--- src/design/gather_pkg.sv ---
package gather_pkg;
  localparam int ADDR_W      = 32;
  localparam int WORD_W      = 32;
  localparam int MEM_W       = 64;
  localparam int LANES       = 8;
  localparam int HALF_LANES  = 4;
  // address bit that picks the 32-bit half of a 64-bit memory word
  localparam int HALF_BIT    = 2;
  localparam int ALIGN_LSB   = 3;
  localparam int MEM_LATENCY = 2;
  localparam int LAT_W       = 4;
  localparam logic [LAT_W-1:0] LAT_COUNT = LAT_W'(MEM_LATENCY);
  localparam logic [LANES-1:0] ALL_FROM_MEM = 8'hFF;
  localparam logic [LANES-1:0] ALL_FROM_SYS = 8'h00;
  localparam logic [HALF_LANES-1:0] HALF_ONES = 4'hF;

  typedef enum logic [1:0] {
    OP_IDLE,
    OP_FULL_WRITE,
    OP_MERGE_WRITE,
    OP_READ
  } mem_op_type;
endpackage : gather_pkg

--- src/design/hard_error_isolator.sv ---
`timescale 1ns/10ps
`default_nettype none
// compares the captured error word with its inverted re-read
module hard_error_isolator
#(
  parameter int WIDTH = 64
)
(
  input  wire logic             clock_i,
  input  wire logic             reset_i,
  input  wire logic             load_i,
  input  wire logic [WIDTH-1:0] captured_error_word_i,
  input  wire logic [WIDTH-1:0] reread_inverted_word_i,
  output logic      [WIDTH-1:0] stuck_mask_o,
  output logic                  stuck_valid_o
);
  typedef struct packed {
    logic [WIDTH-1:0] mask;
    logic             valid;
  } iso_state_type;

  iso_state_type state;
  iso_state_type next_state;

  always_comb
  begin
    next_state = state;
    next_state.valid = load_i;
    if (load_i)
    begin
      // zero bits are positions that did not follow the inversion
      next_state.mask = reread_inverted_word_i ^ captured_error_word_i;
    end
  end

  always_ff @(posedge clock_i)
  begin
    if (reset_i)
    begin
      state <= '0;
    end
    else
    begin
      state <= next_state;
    end
  end

  assign stuck_mask_o  = state.mask;
  assign stuck_valid_o = state.valid;
endmodule : hard_error_isolator
`default_nettype wire

--- src/design/word_gather_edc_bridge.sv ---
`timescale 1ns/10ps
`default_nettype none
module word_gather_edc_bridge
#(
  parameter int ADDR_W = gather_pkg::ADDR_W,
  parameter int WORD_W = gather_pkg::WORD_W
)
(
  input  wire logic                         clock_i,
  input  wire logic                         reset_i,
  input  wire logic                         wr_req_i,
  input  wire logic [ADDR_W-1:0]            wr_addr_i,
  input  wire logic [WORD_W-1:0]            wr_data_i,
  input  wire logic                         flush_i,
  output logic                              wr_ready_o,
  input  wire logic                         rd_req_i,
  input  wire logic [ADDR_W-1:0]            rd_addr_i,
  output logic                              rd_ready_o,
  output logic                              rd_valid_o,
  output logic [WORD_W-1:0]                 rd_data_o,
  input  wire logic                         scrub_req_i,
  input  wire logic [ADDR_W-1:0]            scrub_addr_i,
  input  wire logic                         isolate_req_i,
  input  wire logic [ADDR_W-1:0]            isolate_addr_i,
  output logic                              busy_o,
  output logic                              partial_write_o,
  output logic [ADDR_W-1:0]                 mem_addr_o,
  output logic                              mem_read_o,
  output logic                              mem_write_o,
  input  wire logic                         mem_done_i,
  output logic [gather_pkg::MEM_W-1:0]      system_side_data_bus_o,
  output logic [gather_pkg::LANES-1:0]      system_side_data_bus_oe_o,
  input  wire logic [gather_pkg::MEM_W-1:0] system_side_data_bus_i,
  output logic                              memory_side_oe_o,
  output logic [gather_pkg::LANES-1:0]      byte_lane_select_o,
  output logic                              error_readback_mode_o,
  input  wire logic [gather_pkg::MEM_W-1:0] captured_error_word_i,
  output logic [gather_pkg::MEM_W-1:0]      stuck_mask_o,
  output logic                              stuck_valid_o
);
  typedef enum logic [3:0] {
    ST_IDLE,
    ST_MERGE_A,
    ST_MERGE_B,
    ST_FULL,
    ST_READ,
    ST_SCRUB_RD,
    ST_SCRUB_WR,
    ST_ISO_CAP,
    ST_ISO_WR,
    ST_ISO_RD
  } phase_type;

  typedef struct packed {
    phase_type                       phase;
    logic                            a_full;
    logic                            b_full;
    logic [ADDR_W-1:0]               a_addr;
    logic [WORD_W-1:0]               a_data;
    logic [ADDR_W-1:0]               b_addr;
    logic [WORD_W-1:0]               b_data;
    logic [ADDR_W-1:0]               rd_addr;
    logic [gather_pkg::MEM_W-1:0]    cap_word;
    logic [gather_pkg::MEM_W-1:0]    reread;
    logic [ADDR_W-1:0]               mem_addr;
    logic                            mem_read;
    logic                            mem_write;
    logic                            partial;
    logic [gather_pkg::MEM_W-1:0]    sys_bus;
    logic [gather_pkg::LANES-1:0]    sys_oe;
    logic                            mem_oe;
    logic [gather_pkg::LANES-1:0]    lane_sel;
    logic                            err_mode;
    logic                            wr_ready;
    logic                            rd_ready;
    logic                            rd_valid;
    logic [WORD_W-1:0]               rd_data;
    logic                            busy;
    logic                            iso_load;
  } bridge_state_type;

  bridge_state_type state;
  bridge_state_type next_state;

  function automatic logic upper_half(input logic [ADDR_W-1:0] addr);
    upper_half = addr[gather_pkg::HALF_BIT];
  endfunction : upper_half

  // gatherable pair: same aligned 64-bit word, opposite halves
  function automatic logic gatherable(input logic [ADDR_W-1:0] first,
                                      input logic [ADDR_W-1:0] second);
    gatherable = (first[ADDR_W-1:gather_pkg::ALIGN_LSB] == second[ADDR_W-1:gather_pkg::ALIGN_LSB])
                 && (upper_half(first) != upper_half(second));
  endfunction : gatherable

  // place one word in its half; the other half's lanes come from memory
  function automatic logic [gather_pkg::LANES-1:0] half_lanes(input logic [ADDR_W-1:0] addr);
    half_lanes = upper_half(addr) ? {gather_pkg::HALF_ONES, 4'h0} : {4'h0, gather_pkg::HALF_ONES};
  endfunction : half_lanes

  always_comb
  begin
    next_state = state;
    next_state.rd_valid = 1'b0;
    next_state.iso_load = 1'b0;
    next_state.wr_ready = 1'b0;
    next_state.rd_ready = 1'b0;
    case (state.phase)
      ST_IDLE:
      begin
        next_state.mem_read  = 1'b0;
        next_state.mem_write = 1'b0;
        next_state.partial   = 1'b0;
        next_state.sys_oe    = gather_pkg::ALL_FROM_SYS;
        next_state.mem_oe    = 1'b0;
        next_state.err_mode  = 1'b0;
        next_state.busy      = 1'b0;
        if (state.a_full && state.b_full)
        begin
          next_state.busy = 1'b1;
          if (gatherable(state.a_addr, state.b_addr))
          begin
            // crossbar: each buffer goes to the half its address names
            next_state.sys_bus = upper_half(state.a_addr) ? {state.a_data, state.b_data}
                                                          : {state.b_data, state.a_data};
            next_state.mem_addr  = state.a_addr;
            next_state.lane_sel  = gather_pkg::ALL_FROM_SYS;
            next_state.sys_oe    = gather_pkg::ALL_FROM_SYS;
            next_state.mem_oe    = 1'b1;
            next_state.mem_write = 1'b1;
            next_state.phase     = ST_FULL;
          end
          else
          begin
            next_state.partial  = 1'b1;
            next_state.mem_addr = state.a_addr;
            next_state.sys_bus  = {state.a_data, state.a_data};
            next_state.lane_sel = ~half_lanes(state.a_addr);
            next_state.mem_read = 1'b1;
            next_state.phase    = ST_MERGE_A;
          end
        end
        else if (state.a_full && flush_i)
        begin
          next_state.busy     = 1'b1;
          next_state.partial  = 1'b1;
          next_state.mem_addr = state.a_addr;
          next_state.sys_bus  = {state.a_data, state.a_data};
          next_state.lane_sel = ~half_lanes(state.a_addr);
          next_state.mem_read = 1'b1;
          next_state.phase    = ST_MERGE_A;
        end
        else if (!state.a_full && rd_req_i)
        begin
          // reads never compare addresses, whole word always fetched
          next_state.busy     = 1'b1;
          next_state.rd_addr  = rd_addr_i;
          next_state.mem_addr = rd_addr_i;
          next_state.mem_read = 1'b1;
          next_state.phase    = ST_READ;
        end
        else if (!state.a_full && isolate_req_i)
        begin
          next_state.busy     = 1'b1;
          next_state.err_mode = 1'b1;
          next_state.mem_addr = isolate_addr_i;
          next_state.phase    = ST_ISO_CAP;
        end
        else if (!state.a_full && scrub_req_i)
        begin
          next_state.busy     = 1'b1;
          next_state.mem_addr = scrub_addr_i;
          next_state.mem_read = 1'b1;
          next_state.phase    = ST_SCRUB_RD;
        end
        else if (wr_req_i && !state.b_full)
        begin
          // holding buffers keep both address and data; first held for compare
          if (!state.a_full)
          begin
            next_state.a_addr = wr_addr_i;
            next_state.a_data = wr_data_i;
            next_state.a_full = 1'b1;
          end
          else
          begin
            next_state.b_addr = wr_addr_i;
            next_state.b_data = wr_data_i;
            next_state.b_full = 1'b1;
          end
          next_state.wr_ready = 1'b1;
        end
        else
        begin
          next_state.rd_ready = 1'b0;
        end
      end
      ST_MERGE_A, ST_MERGE_B:
      begin
        if (mem_done_i && state.mem_read)
        begin
          // the memory side merges by byte_lane_select_o; the unit drives only its word, in both halves
          next_state.mem_read  = 1'b0;
          next_state.mem_write = 1'b1;
          next_state.sys_oe    = gather_pkg::ALL_FROM_SYS;
          next_state.mem_oe    = 1'b1;
        end
        else if (mem_done_i && state.mem_write)
        begin
          next_state.mem_write = 1'b0;
          next_state.mem_oe    = 1'b0;
          if (state.phase == ST_MERGE_A && state.b_full)
          begin
            next_state.a_full   = 1'b0;
            next_state.mem_addr = state.b_addr;
            next_state.sys_bus  = {state.b_data, state.b_data};
            next_state.lane_sel = ~half_lanes(state.b_addr);
            next_state.mem_read = 1'b1;
            next_state.phase    = ST_MERGE_B;
          end
          else
          begin
            next_state.a_full  = 1'b0;
            next_state.b_full  = 1'b0;
            next_state.partial = 1'b0;
            next_state.phase   = ST_IDLE;
          end
        end
      end
      ST_FULL:
      begin
        if (mem_done_i)
        begin
          next_state.mem_write = 1'b0;
          next_state.mem_oe    = 1'b0;
          next_state.a_full    = 1'b0;
          next_state.b_full    = 1'b0;
          next_state.phase     = ST_IDLE;
        end
      end
      ST_READ:
      begin
        if (mem_done_i)
        begin
          next_state.mem_read = 1'b0;
          next_state.rd_data  = upper_half(state.rd_addr)
                                ? system_side_data_bus_i[gather_pkg::MEM_W-1:WORD_W]
                                : system_side_data_bus_i[WORD_W-1:0];
          next_state.rd_valid = 1'b1;
          next_state.rd_ready = 1'b1;
          next_state.phase    = ST_IDLE;
        end
      end
      ST_SCRUB_RD:
      begin
        if (mem_done_i)
        begin
          // word read is written back with every lane taken from the memory side (ALL_FROM_MEM)
          next_state.mem_read  = 1'b0;
          next_state.mem_write = 1'b1;
          next_state.lane_sel  = gather_pkg::ALL_FROM_MEM;
          next_state.mem_oe    = 1'b1;
          next_state.phase     = ST_SCRUB_WR;
        end
      end
      ST_ISO_CAP:
      begin
        next_state.cap_word  = captured_error_word_i;
        next_state.err_mode  = 1'b0;
        next_state.sys_bus   = ~captured_error_word_i;
        next_state.lane_sel  = gather_pkg::ALL_FROM_SYS;
        next_state.mem_oe    = 1'b1;
        next_state.mem_write = 1'b1;
        next_state.phase     = ST_ISO_WR;
      end
      ST_ISO_WR, ST_SCRUB_WR:
      begin
        if (mem_done_i)
        begin
          next_state.mem_write = 1'b0;
          next_state.mem_oe    = 1'b0;
          next_state.mem_read  = (state.phase == ST_ISO_WR);
          next_state.phase     = (state.phase == ST_ISO_WR) ? ST_ISO_RD : ST_IDLE;
        end
      end
      ST_ISO_RD:
      begin
        if (mem_done_i)
        begin
          next_state.mem_read = 1'b0;
          // the memory side only holds read data in the done cycle, so keep it here
          next_state.reread   = system_side_data_bus_i;
          next_state.iso_load = 1'b1;
          next_state.phase    = ST_IDLE;
        end
      end
      default:
      begin
        next_state.phase = ST_IDLE;
      end
    endcase
  end

  // pipelining is never used; one access at a time, writes held in the unit's two buffers
  always_ff @(posedge clock_i)
  begin
    if (reset_i)
    begin
      state <= '0;
    end
    else
    begin
      state <= next_state;
    end
  end

  hard_error_isolator
  #(
    .WIDTH (gather_pkg::MEM_W)
  )
  u_isolator
  (
    .clock_i                (clock_i),
    .reset_i                (reset_i),
    .load_i                 (state.iso_load),
    .captured_error_word_i  (state.cap_word),
    .reread_inverted_word_i (state.reread),
    .stuck_mask_o           (stuck_mask_o),
    .stuck_valid_o          (stuck_valid_o)
  );

  assign wr_ready_o                = state.wr_ready;
  assign rd_ready_o                = state.rd_ready;
  assign rd_valid_o                = state.rd_valid;
  assign rd_data_o                 = state.rd_data;
  assign busy_o                    = state.busy;
  assign partial_write_o           = state.partial;
  assign mem_addr_o                = state.mem_addr;
  assign mem_read_o                = state.mem_read;
  assign mem_write_o               = state.mem_write;
  assign system_side_data_bus_o    = state.sys_bus;
  assign system_side_data_bus_oe_o = state.sys_oe;
  assign memory_side_oe_o          = state.mem_oe;
  assign byte_lane_select_o        = state.lane_sel;
  assign error_readback_mode_o     = state.err_mode;
endmodule : word_gather_edc_bridge
`default_nettype wire

--- config.mk ---
export PLATFORM = sky130hd
export DESIGN_NAME = word_gather_edc_bridge
export DESIGN_NICKNAME = d
export VERILOG_FILES = /design/src/design/gather_pkg.sv /design/src/design/hard_error_isolator.sv /design/src/design/word_gather_edc_bridge.sv
export SDC_FILE = /design/constraint.sdc
export NUM_CORES = 1
export LEC_CHECK = 0
export BUFFER_PORTS_ARGS = -buffer_cell sky130_fd_sc_hd__buf_4
export CAP_MARGIN = 10
export CORE_MARGIN = 1.5
export CORE_UTILIZATION = 43
export CTS_BUF_LIST = sky130_fd_sc_hd__clkbuf_16
export DETAILED_ROUTE_END_ITERATION = 10
export GPL_TIMING_DRIVEN = 0
export PLACE_DENSITY = 0.66
export REMOVE_ABC_BUFFERS = 1
export SYNTH_ARGS = -nofsm -noshare
export SYNTH_HDL_FRONTEND = slang
export SYNTH_SLANG_ARGS = --single-unit
--- constraint.sdc ---
create_clock -name clock_i -period 4.2 [get_ports clock_i]
set_input_delay 0.21 -clock clock_i [delete_from_list [all_inputs] [get_ports clock_i]]
set_output_delay 0.21 -clock clock_i [all_outputs]
set_load 0.02 [all_outputs]
After elaboration in Yosys (flattened, before gate mapping)
Cells that the tools add are included.
Word-level totals
  register bits: 513
  bits of input ports: 296
Operators by class
  mux-type cells: 87
  bitwise logic cells: 13
  eq/ne operators: 32
  reduce and logical (&&, ||, !) cells: 44
Operators with widths (count)
  $mux W130: 4
  $mux W162: 2
  $mux W64: 5
  $mux W65: 3
  $pmux W64 S3: 1
  $mux W33: 5
  $mux W32: 4
  $mux W99: 1
  $mux W8: 8
  $not A64 Y64: 1
  $pmux W32 S2: 1
  $xor A64 B64 Y64: 1
  $mux W4: 9
  $mux W34: 1
  $pmux W8 S4: 1
  $ne A2 B2 Y1 const B: 15
  $eq A29 B29 Y1: 1
  $pmux W4 S7: 1
  $mux W9: 3
  $mux W6: 3
  $mux W1: 17
  $eq A4 B3 Y1 const B: 4
  $not A8 Y8: 2
  $pmux W8 S2: 1
  other kinds (33): 82

Logic depth before layout (Yosys ltp)
Gate-level depths: netlist of run 1.
  word-level depth: 9
  gate-level depth with buffers: 9
  depth with buffers taken out: 6

Cells and area by module
Synthesis of run 1 repeated with hierarchy kept, for this count alone.
Second synthesis, totals
  cell total of the unflattened synthesis: 2695
  area, all modules: 21688.3 µm²
Modules (own cells, without submodules)
  word_gather_edc_bridge: instances 1, seq. area each 8047.7 µm², cells each 2416, area each 18934.4 µm²
  hard_error_isolator: instances 1, seq. area each 1301.2 µm², cells each 279, area each 2753.9 µm²

Worst setup path after synthesis of run 1
No wires, ideal clock.
  kind: flip-flop to flip-flop
  start: register state (netlist bit mem_read_o)
  end: register state (netlist bit system_side_data_bus_o[54])
  clock period less this slack: 2.038 ns
  buffers on the path: 2
  slack: 2.162 ns
  data required time: 4.066 ns
  setup time: 0.134 ns
  stages on the path, launching flop included: 9
  arrival: 1.904 ns
  cell sequence: dfxtp_1 and4b_1 a2111oi_0 nor3_2 and2_1 buf_2 buf_2 nor2_1 a211oi_1
Between the ends
  word-level cells in the longest chain between the ends: 3
Ends and longest elaborated chain
  start, declared: RTL line word_gather_edc_bridge.sv:82  | bridge_state_type state;
  start signal, assigned: RTL line word_gather_edc_bridge.sv:313  | state <= next_state;
  $logic_and A1 B1 Y1: RTL line word_gather_edc_bridge.sv:200  | if (mem_done_i && state.mem_read)
  $ne A2 B2 Y1 (no line)
  $reduce_and A5 Y1 (no line)
Every way passes these cells.
A chain may end at the register's enable or synchronous reset.

Final worst setup path of run 1
  start: register state[443] (netlist bit)
  end: register state (netlist bit system_side_data_bus_o[25])
Between the ends
  word-level cells in the longest chain between the ends: 3
  elaborated cells between the ends (all ways): 6
  classes of those cells: eq/ne: 1; mux: 2; reduce/logical: 3
Ends and longest elaborated chain (RTL line)
  $logic_and A1 B1 Y1, on equally long branches: word_gather_edc_bridge.sv:118, word_gather_edc_bridge.sv:143
  $ne A3 B3 Y1 (no line) or $mux W65 (tied branches)
  $reduce_and A5 Y1 (no line) or $pmux W64 S3 (tied branches)
Several ways; a longest one is shown, not always the timed one.

==> results of run 1 <==
==> cells by family after synthesis <==
| family | count (synthesis) | share of synthesized area, % |
|---|---|---|
| AO/OA/AOI/OAI | 759 | 22.5 |
| buffers and inverters | 375 | 9.21 |
| flip-flops | 467 | 42.8 |
| AND/OR/NAND/NOR | 941 | 17.0 |
| multiplexers | 99 | 4.54 |
| other | 1 | 0.0172 |
| XOR/XNOR | 97 | 3.92 |
==> per-stage QoR <==
stage                     cells  utilization (%)  setup slack (ns)
after CTS                  3885             57.8            0.0539
final                      3889             57.8             0.624
after detailed placement   3599             50.7            0.0531
after global placement     3552             48.9            -14.69
after global routing       3889             57.8             0.468
after floorplan            2375                -             -4.54
==> layer usage <==
layer  part of all wire [%]  vias to the layer above
li1                       -                    10134
met1                     40                     9947
met2                     49                      815
met3                    7.1                      156
met4                    4.0                        0
met5                      0                        -
==> sequential cells by signal (all words and copies together) (netlist names), 2 cells and up <==
signal,cells
state,264
system_side_data_bus_o,64
u_isolator.stuck_mask_o,64
mem_addr_o,32
rd_data_o,32
byte_lane_select_o,2
==> power breakdown <==
group | leakage, uW | switching [uW] | internal, uW
Sequential | 0.00379 | 390 | 4880
Clock | 0.000822 | 1850 | 2420
Combinational | 0.00623 | 2980 | 1910
==> area by class of cell <==
| type | count | share of cell area (%) |
|---|---|---|
| well taps | 672 | 2.90 |
| flip-flops and latches | 467 | 32.3 |
| repair buffers | 750 | 22.7 |
| clock buffers | 52 | 4.49 |
| diodes | 1 | 0.00863 |
| inverters | 4 | 0.0518 |
| multi-input cells | 1904 | 36.6 |
| clock inverters | 39 | 0.932 |
==> layout by cell type (no fill, tap or decap), types with 32 or more instances in the layout <==
master | netlist | layout
a211oi_1 | 167 | 167
a21oi_1 | 365 | 365
a22o_1 | 32 | 32
a22oi_1 | 33 | 33
buf_4 | 150 | 508
clkbuf_16 | 0 | 52
dfxtp_1 | 467 | 464
dlygate4sd3_1 | 0 | 195
mux2i_1 | 98 | 98
nand2_1 | 563 | 561
nor2_1 | 310 | 309
o21ai_0 | 45 | 45
xnor2_1 | 67 | 67
==> worst max-delay path by stage <==
stage / startpoint / endpoint / slack, ns
floorplan: state[444] / system_side_data_bus_o[0] / -4.54
global placement: state[444] / system_side_data_bus_o[32] / -14.69
detailed placement: state[444] / system_side_data_bus_o[0] / 0.05
CTS: state[444] / system_side_data_bus_o[25] / 0.05
global route: state[444] / system_side_data_bus_o[32] / 0.47
finish: state[443] / system_side_data_bus_o[25] / 0.62
==> repair_timing <==
action | in CTS | in global routing
buffers inserted | 0 | 3
hold buffers | 195 | 0
endpoints found under the setup margin | 0 | 56
hold endpoints to repair | 349 | 0
==> impl_results.md, run 1 <==
* DRT antenna net count at 0
* Slowest Stage Delay on Critical Path at 0.88 ns
* Setup CP Type: flop to flop
* # DRC at 0
* Wirelength, routed at 74500 um
* Worst Tran Pin Value at 1.28 ns
* Slowest-stage cell, CP: dfxtp_1
* Initial core utilization at 43.6%
* Htree depth at 2
* DRT iter0 DRCs at 1451
* Slew Limit Fails at 0
* Filler Cells Inserted at 4505
* Cell family with most CP delay: simple AND/OR/NAND/NOR gates
* Die X at 228 um
* Hold WS at 0.0435 ns
* Pre-antenna DRT Iters at 6
* TritonCTS clock tree: done
* Fin nets at 3474
* Clk buf depth at 3
* Setup crit start kind: flop
* CP most frequent cell: nor2_1
* RR Endpoint: system_side_data_bus_o[25]
* Max_slew headroom at 14.6%
* Leakage at 0.0108 uW
* Warnings from Yosys at 0
* Clk_lat worst skew at 0.59 ns
* GR Overflow Total at 0
* Crit path depth at 6
* Rows at 82
* Met1 Usage GRT at 32.5%
* GR Util met3 at 6.32%
* Most Used Layer, Global Route: met2
* Post-synth top area cell: dfxtp_1
* Crit share post-route at 85.1%
* CP bufs+invs at 0
* Commonest cells post-synth: nand2_1 (563), dfxtp_1 (467), a21oi_1 (365)
* Reg2reg path depth at 6
* Area of the die at 52200 sq um
* Register Area at 9360 sq um
* CP cell instances: o21a_2 > nor2_1 > nor3_2 > and2_4 > nor2_1 > a211oi_1
* Root buf cell: clkbuf_16
* Via-to-Cell Ratio at 5.41
* Area of the multi-input gates at 10600 sq um
* Core Box Area at 50200 sq um
* Port Buffers at 505
* Tot Pwr at 14400 uW
* Initial antenna violation count at 1
* Met2 Use GR at 47.9%
* Post-CTS Resized at 0
* Synth Instances at 2739
* Maximum VDD drop at 0.000445 V
* R2r startpoint: state[443]
* Post-synthesis async set-or-reset flop share at 0%
* I/O pin total at 514
* Synth unique cells at 58
* Syn avg cell area at 7.98 sq um
* Detailed Place HPWL at 50600 um
* WHS Path Cells at 2
* GPL Wtd Cong at 0.884
* Number of synthesized flops with an enable pin at 0
* Tmin final at 3.58 ns
* Routed WL per cell at 19.2 um
* Total negative slack at 0 ns
* Status: finished clean
* Setup-failing EPs final at 0
* Synth area leaders: dfxtp_1 (43%), nand2_1 (9.7%), a21oi_1 (8.4%), a211oi_1 (5.7%), nor2_1 (5.3%)
* Seq/Total Area, Yosys at 42.8%
* Cts bufs inserted at 51
* Flops & latches, synth at 467
* Max capacitance violation total at 0
* Vias in the first global route at 20922
* Clock Skew at 0.0179 ns
* HP Start: reset_i
* GRT Util Overall at 27.6%
* Pwr Density at 498 nW/um^2
* Largest net degree at the start of global routing at 144
* Max FO, Critical Path at 66
* FMAX at 0.280 GHz
* Worst Hold End: u_isolator.stuck_valid_o
* Post-placement cell area at 25500 sq um
* Area delta synth->final at 32.7%
* Mapped Area at 21900 sq um
* Worst EP arrival at 4.07 ns
* Final hold vios at 0
* Hold/Removal Path Class: primary input to flop
* First-pass GRT wire length at 115000 um
* Flop2flop setup slack at 0.62 ns
* WP data required at 4.69 ns
* Clock slew at reported path FFs at 0.06 ns
* Count leader, synth: nand2_1
* Crit. End Element: flop
* Clock Sinks at 467
* Fin area at 29000 sq um
* Die Span Y at 228 um
* Share of cells above drive strength 1 at 21.1%
* RSZ-0062 raised after global routing: no
* Synth Flop Type: dfxtp_1
* Synth top area share at 42.8%
* Via count at 21052
Power figures use the tool's default switching activity.
==> run 2: changes to the inputs <==
--- a/config.mk
+++ b/config.mk
@@ -12,6 +12,7 @@
 export CTS_BUF_LIST = sky130_fd_sc_hd__clkbuf_16
 export DETAILED_ROUTE_END_ITERATION = 10
 export GPL_TIMING_DRIVEN = 0
+export HOLD_SLACK_MARGIN = 0.05
 export PLACE_DENSITY = 0.66
 export REMOVE_ABC_BUFFERS = 1
 export SYNTH_ARGS = -nofsm -noshare
==> impl_results.md, run 2 (same netlist as run 1, synthesis figures left out) <==
* WP data required at 4.69 ns
* Die Span Y at 228 um
* CP bufs+invs at 0
* Tmin final at 3.56 ns
* Leakage at 0.0108 uW
* Worst Tran Pin Value at 1.23 ns
* Cts bufs inserted at 51
* Vias in the first global route at 20934
* Post-placement cell area at 25500 sq um
* CP most frequent cell: nor2_1
* First-pass GRT wire length at 115000 um
* Detailed Place HPWL at 50600 um
* Cell family with most CP delay: simple AND/OR/NAND/NOR gates
* Max_slew headroom at 17.6%
* DRT iter0 DRCs at 1427
* # DRC at 0
* Share of cells above drive strength 1 at 21.1%
* Slew Limit Fails at 0
* Worst EP arrival at 4.06 ns
* Pre-antenna DRT Iters at 6
* Slowest Stage Delay on Critical Path at 0.89 ns
* I/O pin total at 514
* Max capacitance violation total at 0
* Commonest non-fill, non-tap cell in the layout: nand2_1
* Clk_lat worst skew at 0.59 ns
* Hold WS at 0.0915 ns
* Initial antenna violation count at 1
* Commonest non-fill, non-tap cells in the layout: nand2_1 (561), buf_4 (508), dfxtp_1 (464)
* Wirelength, routed at 74600 um
* Routed WL per cell at 19.2 um
* RSZ-0062 raised after global routing: no
* Maximum VDD drop at 0.000447 V
* Fin nets at 3476
* Via count at 21050
* Setup crit start kind: flop
* Setup-failing EPs final at 0
* Hold/Removal Path Class: primary input to flop
* Slowest-stage cell, CP: dfxtp_1
* Clock Skew at 0.0174 ns
* Pwr Density at 497 nW/um^2
* TritonCTS clock tree: done
* Status: finished clean
* Crit. End Element: flop
* Via-to-Cell Ratio at 5.41
* Core Box Area at 50200 sq um
* Die X at 228 um
* FMAX at 0.281 GHz
* Post-placement cell count at 3599
* Final hold vios at 0
* Initial core utilization at 43.6%
* Root buf cell: clkbuf_16
* Clk buf depth at 3
* DRT antenna net count at 0
* Max FFs per register at 264
* Max FO, Critical Path at 66
* GRT Util Overall at 27.6%
* Clock Sinks at 467
* Final Core Density at 57.9%
* Rows at 82
* Setup CP Type: flop to flop
* GPL Wtd Cong at 0.884
* Fin area at 29000 sq um
* Crit share post-route at 84.8%
* Area of the die at 52200 sq um
* GR Overflow Total at 0
* Finished Layout Cells at 3891
* Area delta synth->final at 32.8%
* Largest Register: state
* Port Buffers at 505
* CP cell instances: o21a_2 > nor2_1 > nor3_2 > and2_4 > nor2_1 > a211oi_1
* Largest net degree at the start of global routing at 144
* Clock slew at reported path FFs at 0.06 ns
* Htree depth at 2
run 2: metal layers:
| metal | part of all wire, % | vias to the layer above | track usage (%) |
|---|---|---|---|
| li1 | - | 10145 | - |
| met1 | 40 | 9939 | 32.5 |
| met2 | 49 | 798 | 47.9 |
| met3 | 7.1 | 168 | 6.31 |
| met4 | 4.1 | 0 | 11.9 |
| met5 | 0 | - | 0 |
run 2: worst paths after layout:
kind / from / endpoint / slack [ns] / cells after the start
min reg2reg: mem_addr_o[24] / mem_addr_o[24] / 0.46 / 2
max reg2reg: state[443] / system_side_data_bus_o[25] / 0.64 / 6
max: state[443] / system_side_data_bus_o[25] / 0.64 / 6
min: rd_addr_i[24] / mem_addr_o[24] / 0.09 / 5
run 2: report_power, final:
group	total (uW)	internal, uW	switching, uW
clock	4260	2420	1850
sequential	5270	4880	389
combinational	4900	1910	2990
total	14400	9210	5220
run 2: cell type report:
class | instances | area (sq um)
Inverter | 4 | 15.0
Multi-Input combinational cell | 1904 | 10600
Clock inverter | 39 | 270
Antenna cell | 1 | 2.50
Fill cell | 4505 | 21100
Timing Repair Buffer | 752 | 6620
Tap cell | 672 | 841
Sequential cell | 467 | 9360
Clock buffer | 52 | 1300
run 2: what timing repair did:
action,in CTS,in global routing
setup endpoints to repair,0,56
setup buffers,0,3
hold buffers,197,0
endpoints found under the hold margin,358,0
gates resized for setup,0,0
run 2: through the flow:
step | setup slack, ns | total power [uW] | setup TNS [ns]
3_3_place_gp | -14.69 | 9920 | -1614.15
2_1_floorplan | -4.54 | 7890 | -328.82
4_1_cts | 0.0539 | 14500 | 0
6_report | 0.638 | 14400 | 0
3_5_place_dp | 0.0531 | 10100 | 0
5_1_grt | 0.468 | 15100 | 0
run 2: worst register-to-register path, stage by stage (launching register included):
cell,delay (ns)
dfxtp_1,0.89
o21a_2,0.83
nor2_1,0.20
nor3_2,0.29
and2_4,0.80
nor2_1,0.17
a211oi_1,0.28
==> run 3: changes to the inputs <==
--- a/config.mk
+++ b/config.mk
@@ -13,7 +13,7 @@
 export DETAILED_ROUTE_END_ITERATION = 10
 export GPL_TIMING_DRIVEN = 0
 export HOLD_SLACK_MARGIN = 0.05
-export PLACE_DENSITY = 0.66
+export PLACE_DENSITY = 0.69
 export REMOVE_ABC_BUFFERS = 1
 export SYNTH_ARGS = -nofsm -noshare
 export SYNTH_HDL_FRONTEND = slang
==> constraint.sdc (replaced) <==
create_clock -name clock_i -period 2.97 [get_ports clock_i]
set_input_delay 0.1485 -clock clock_i [delete_from_list [all_inputs] [get_ports clock_i]]
set_output_delay 0.1485 -clock clock_i [all_outputs]
set_load 0.02 [all_outputs]
==> impl_results.md, run 3 (same netlist as run 1, synthesis figures left out) <==
* TritonCTS clock tree: done
* Slew Limit Fails at 0
* Initial antenna violation count at 4
* GR Overflow Total at 0
* GPL Wtd Cong at 0.863
* Post-placement cell count at 3605
* Clock Skew at 0.0257 ns
* Crit share post-route at 97.8%
* Commonest non-fill, non-tap cell in the layout: nand2_1
* Area of the die at 52200 sq um
* Pre-antenna DRT Iters at 6
* Root buf cell: clkbuf_16
* Clock slew at reported path FFs at 0.06 ns
* First-pass GRT wire length at 117000 um
* Hold WS at 0.0726 ns
* WP data required at 3.51 ns
* Max_slew headroom at 40.4%
* Pwr Density at 699 nW/um^2
* Die Span Y at 228 um
* Worst EP arrival at 3.44 ns
* Post-placement cell area at 25500 sq um
* Via-to-Cell Ratio at 5.48
* Largest net degree at the start of global routing at 152
* Detailed Place HPWL at 50500 um
* I/O pin total at 514
* FMAX at 0.344 GHz
* Vias in the first global route at 21356
* Hold/Removal Path Class: primary input to flop
* Largest Register: state
* Maximum VDD drop at 0.000543 V
* Setup-failing EPs final at 0
* Clk_lat worst skew at 0.60 ns
* DRT antenna net count at 0
* Final Core Density at 58.9%
* Htree depth at 2
* Max capacitance violation total at 0
* # DRC at 0
* Core Box Area at 50200 sq um
* Leakage at 0.0111 uW
* Area delta synth->final at 35.3%
* DRT iter0 DRCs at 1364
* Clock Sinks at 467
* Wirelength, routed at 76100 um
* Clk buf depth at 3
* Flop2flop setup slack at 0.07 ns
* Status: finished clean
* Final hold vios at 0
* RSZ-0062 raised after global routing: yes
* Crit. End Element: flop
* Setup crit start kind: flop
* Cts bufs inserted at 49
* Tmin final at 2.90 ns
* Rows at 82
* Max FFs per register at 264
* Fin nets at 3521
* Via count at 21537
* Share of cells above drive strength 1 at 21.4%
* Routed WL per cell at 19.4 um
* Commonest non-fill, non-tap cells in the layout: nand2_1 (560), buf_4 (512), dfxtp_1 (459)
* Finished Layout Cells at 3932
* Fin area at 29600 sq um
* Port Buffers at 505
* GRT Util Overall at 28.0%
* Die X at 228 um
* Initial core utilization at 43.6%
* Worst Tran Pin Value at 0.894 ns
* Max FO, Critical Path at 26
* Setup CP Type: flop to flop
[run 3: cell types whose count changed in the layout (fill, tap and decap cells not counted), moves of 4 or more]
cell           change
clkinv_1           -4
dlygate4sd3_1     +39
dfxtp_1            -5
inv_1              -8
buf_4              +4
[run 3: cell type report]
class	count	area, sq um
Antenna cell	2	5.00
Clock buffer	50	1250
Clock inverter	34	320
Fill cell	4365	20600
Inverter	4	15.0
Multi-Input combinational cell	1905	10700
Sequential cell	467	9370
Tap cell	672	841
Timing Repair Buffer	798	7110
[run 3: worst paths after layout]
check                 from            end  cells after the start
max             state[447]     state[327]                      6
min           rd_addr_i[6]  mem_addr_o[6]                      5
max reg2reg     state[447]     state[327]                      6
min reg2reg  mem_addr_o[6]  mem_addr_o[6]                      2
[run 3: repair_timing]
item | CTS | global route
cloned | 1 | 0
endpoints found under the hold margin | 383 | 0
gates resized for setup | 12 | 4
pin swaps | 2 | 1
buffers inserted | 3 | 1
hold buffers | 236 | 0
setup endpoints to repair | 71 | 79
[run 3: critical path, stage by stage, from the launching register on]
cell and delay [ns]:
dfxtp_4 0.44, or4_1 0.77, nor2_1 0.31, and2_4 0.47, nand2_1 0.10, a21oi_1 0.15, dlygate4sd3_1 0.56
[run 3: per-stage QoR]
step | power, uW | setup WS, ns | setup TNS (ns)
floorplan | 11200 | -5.77 | -582.83
global placement | 15000 | -16.44 | -2203.70
detailed placement | 14200 | -0.556 | -32.50
CTS | 20700 | 0.0178 | 0
global route | 21600 | -0.0356 | -0.159
finish | 20700 | 0.0653 | 0
[run 3: layer usage]
| metal | routed length, um | vias to the layer above | GRT usage, % |
|---|---|---|---|
| met3 | 5280 | 189 | 5.31 |
| met1 | 30700 | 10229 | 33.3 |
| met2 | 37100 | 864 | 48.8 |
| met5 | 20 | - | 0 |
| li1 | - | 10251 | - |
| met4 | 2980 | 4 | 12.4 |
[run 3: power by group]
part           total [uW]  switching [uW]  internal (uW)
clock                6100            2610           3490
combinational        7120            4360           2760
sequential           7460             553           6910
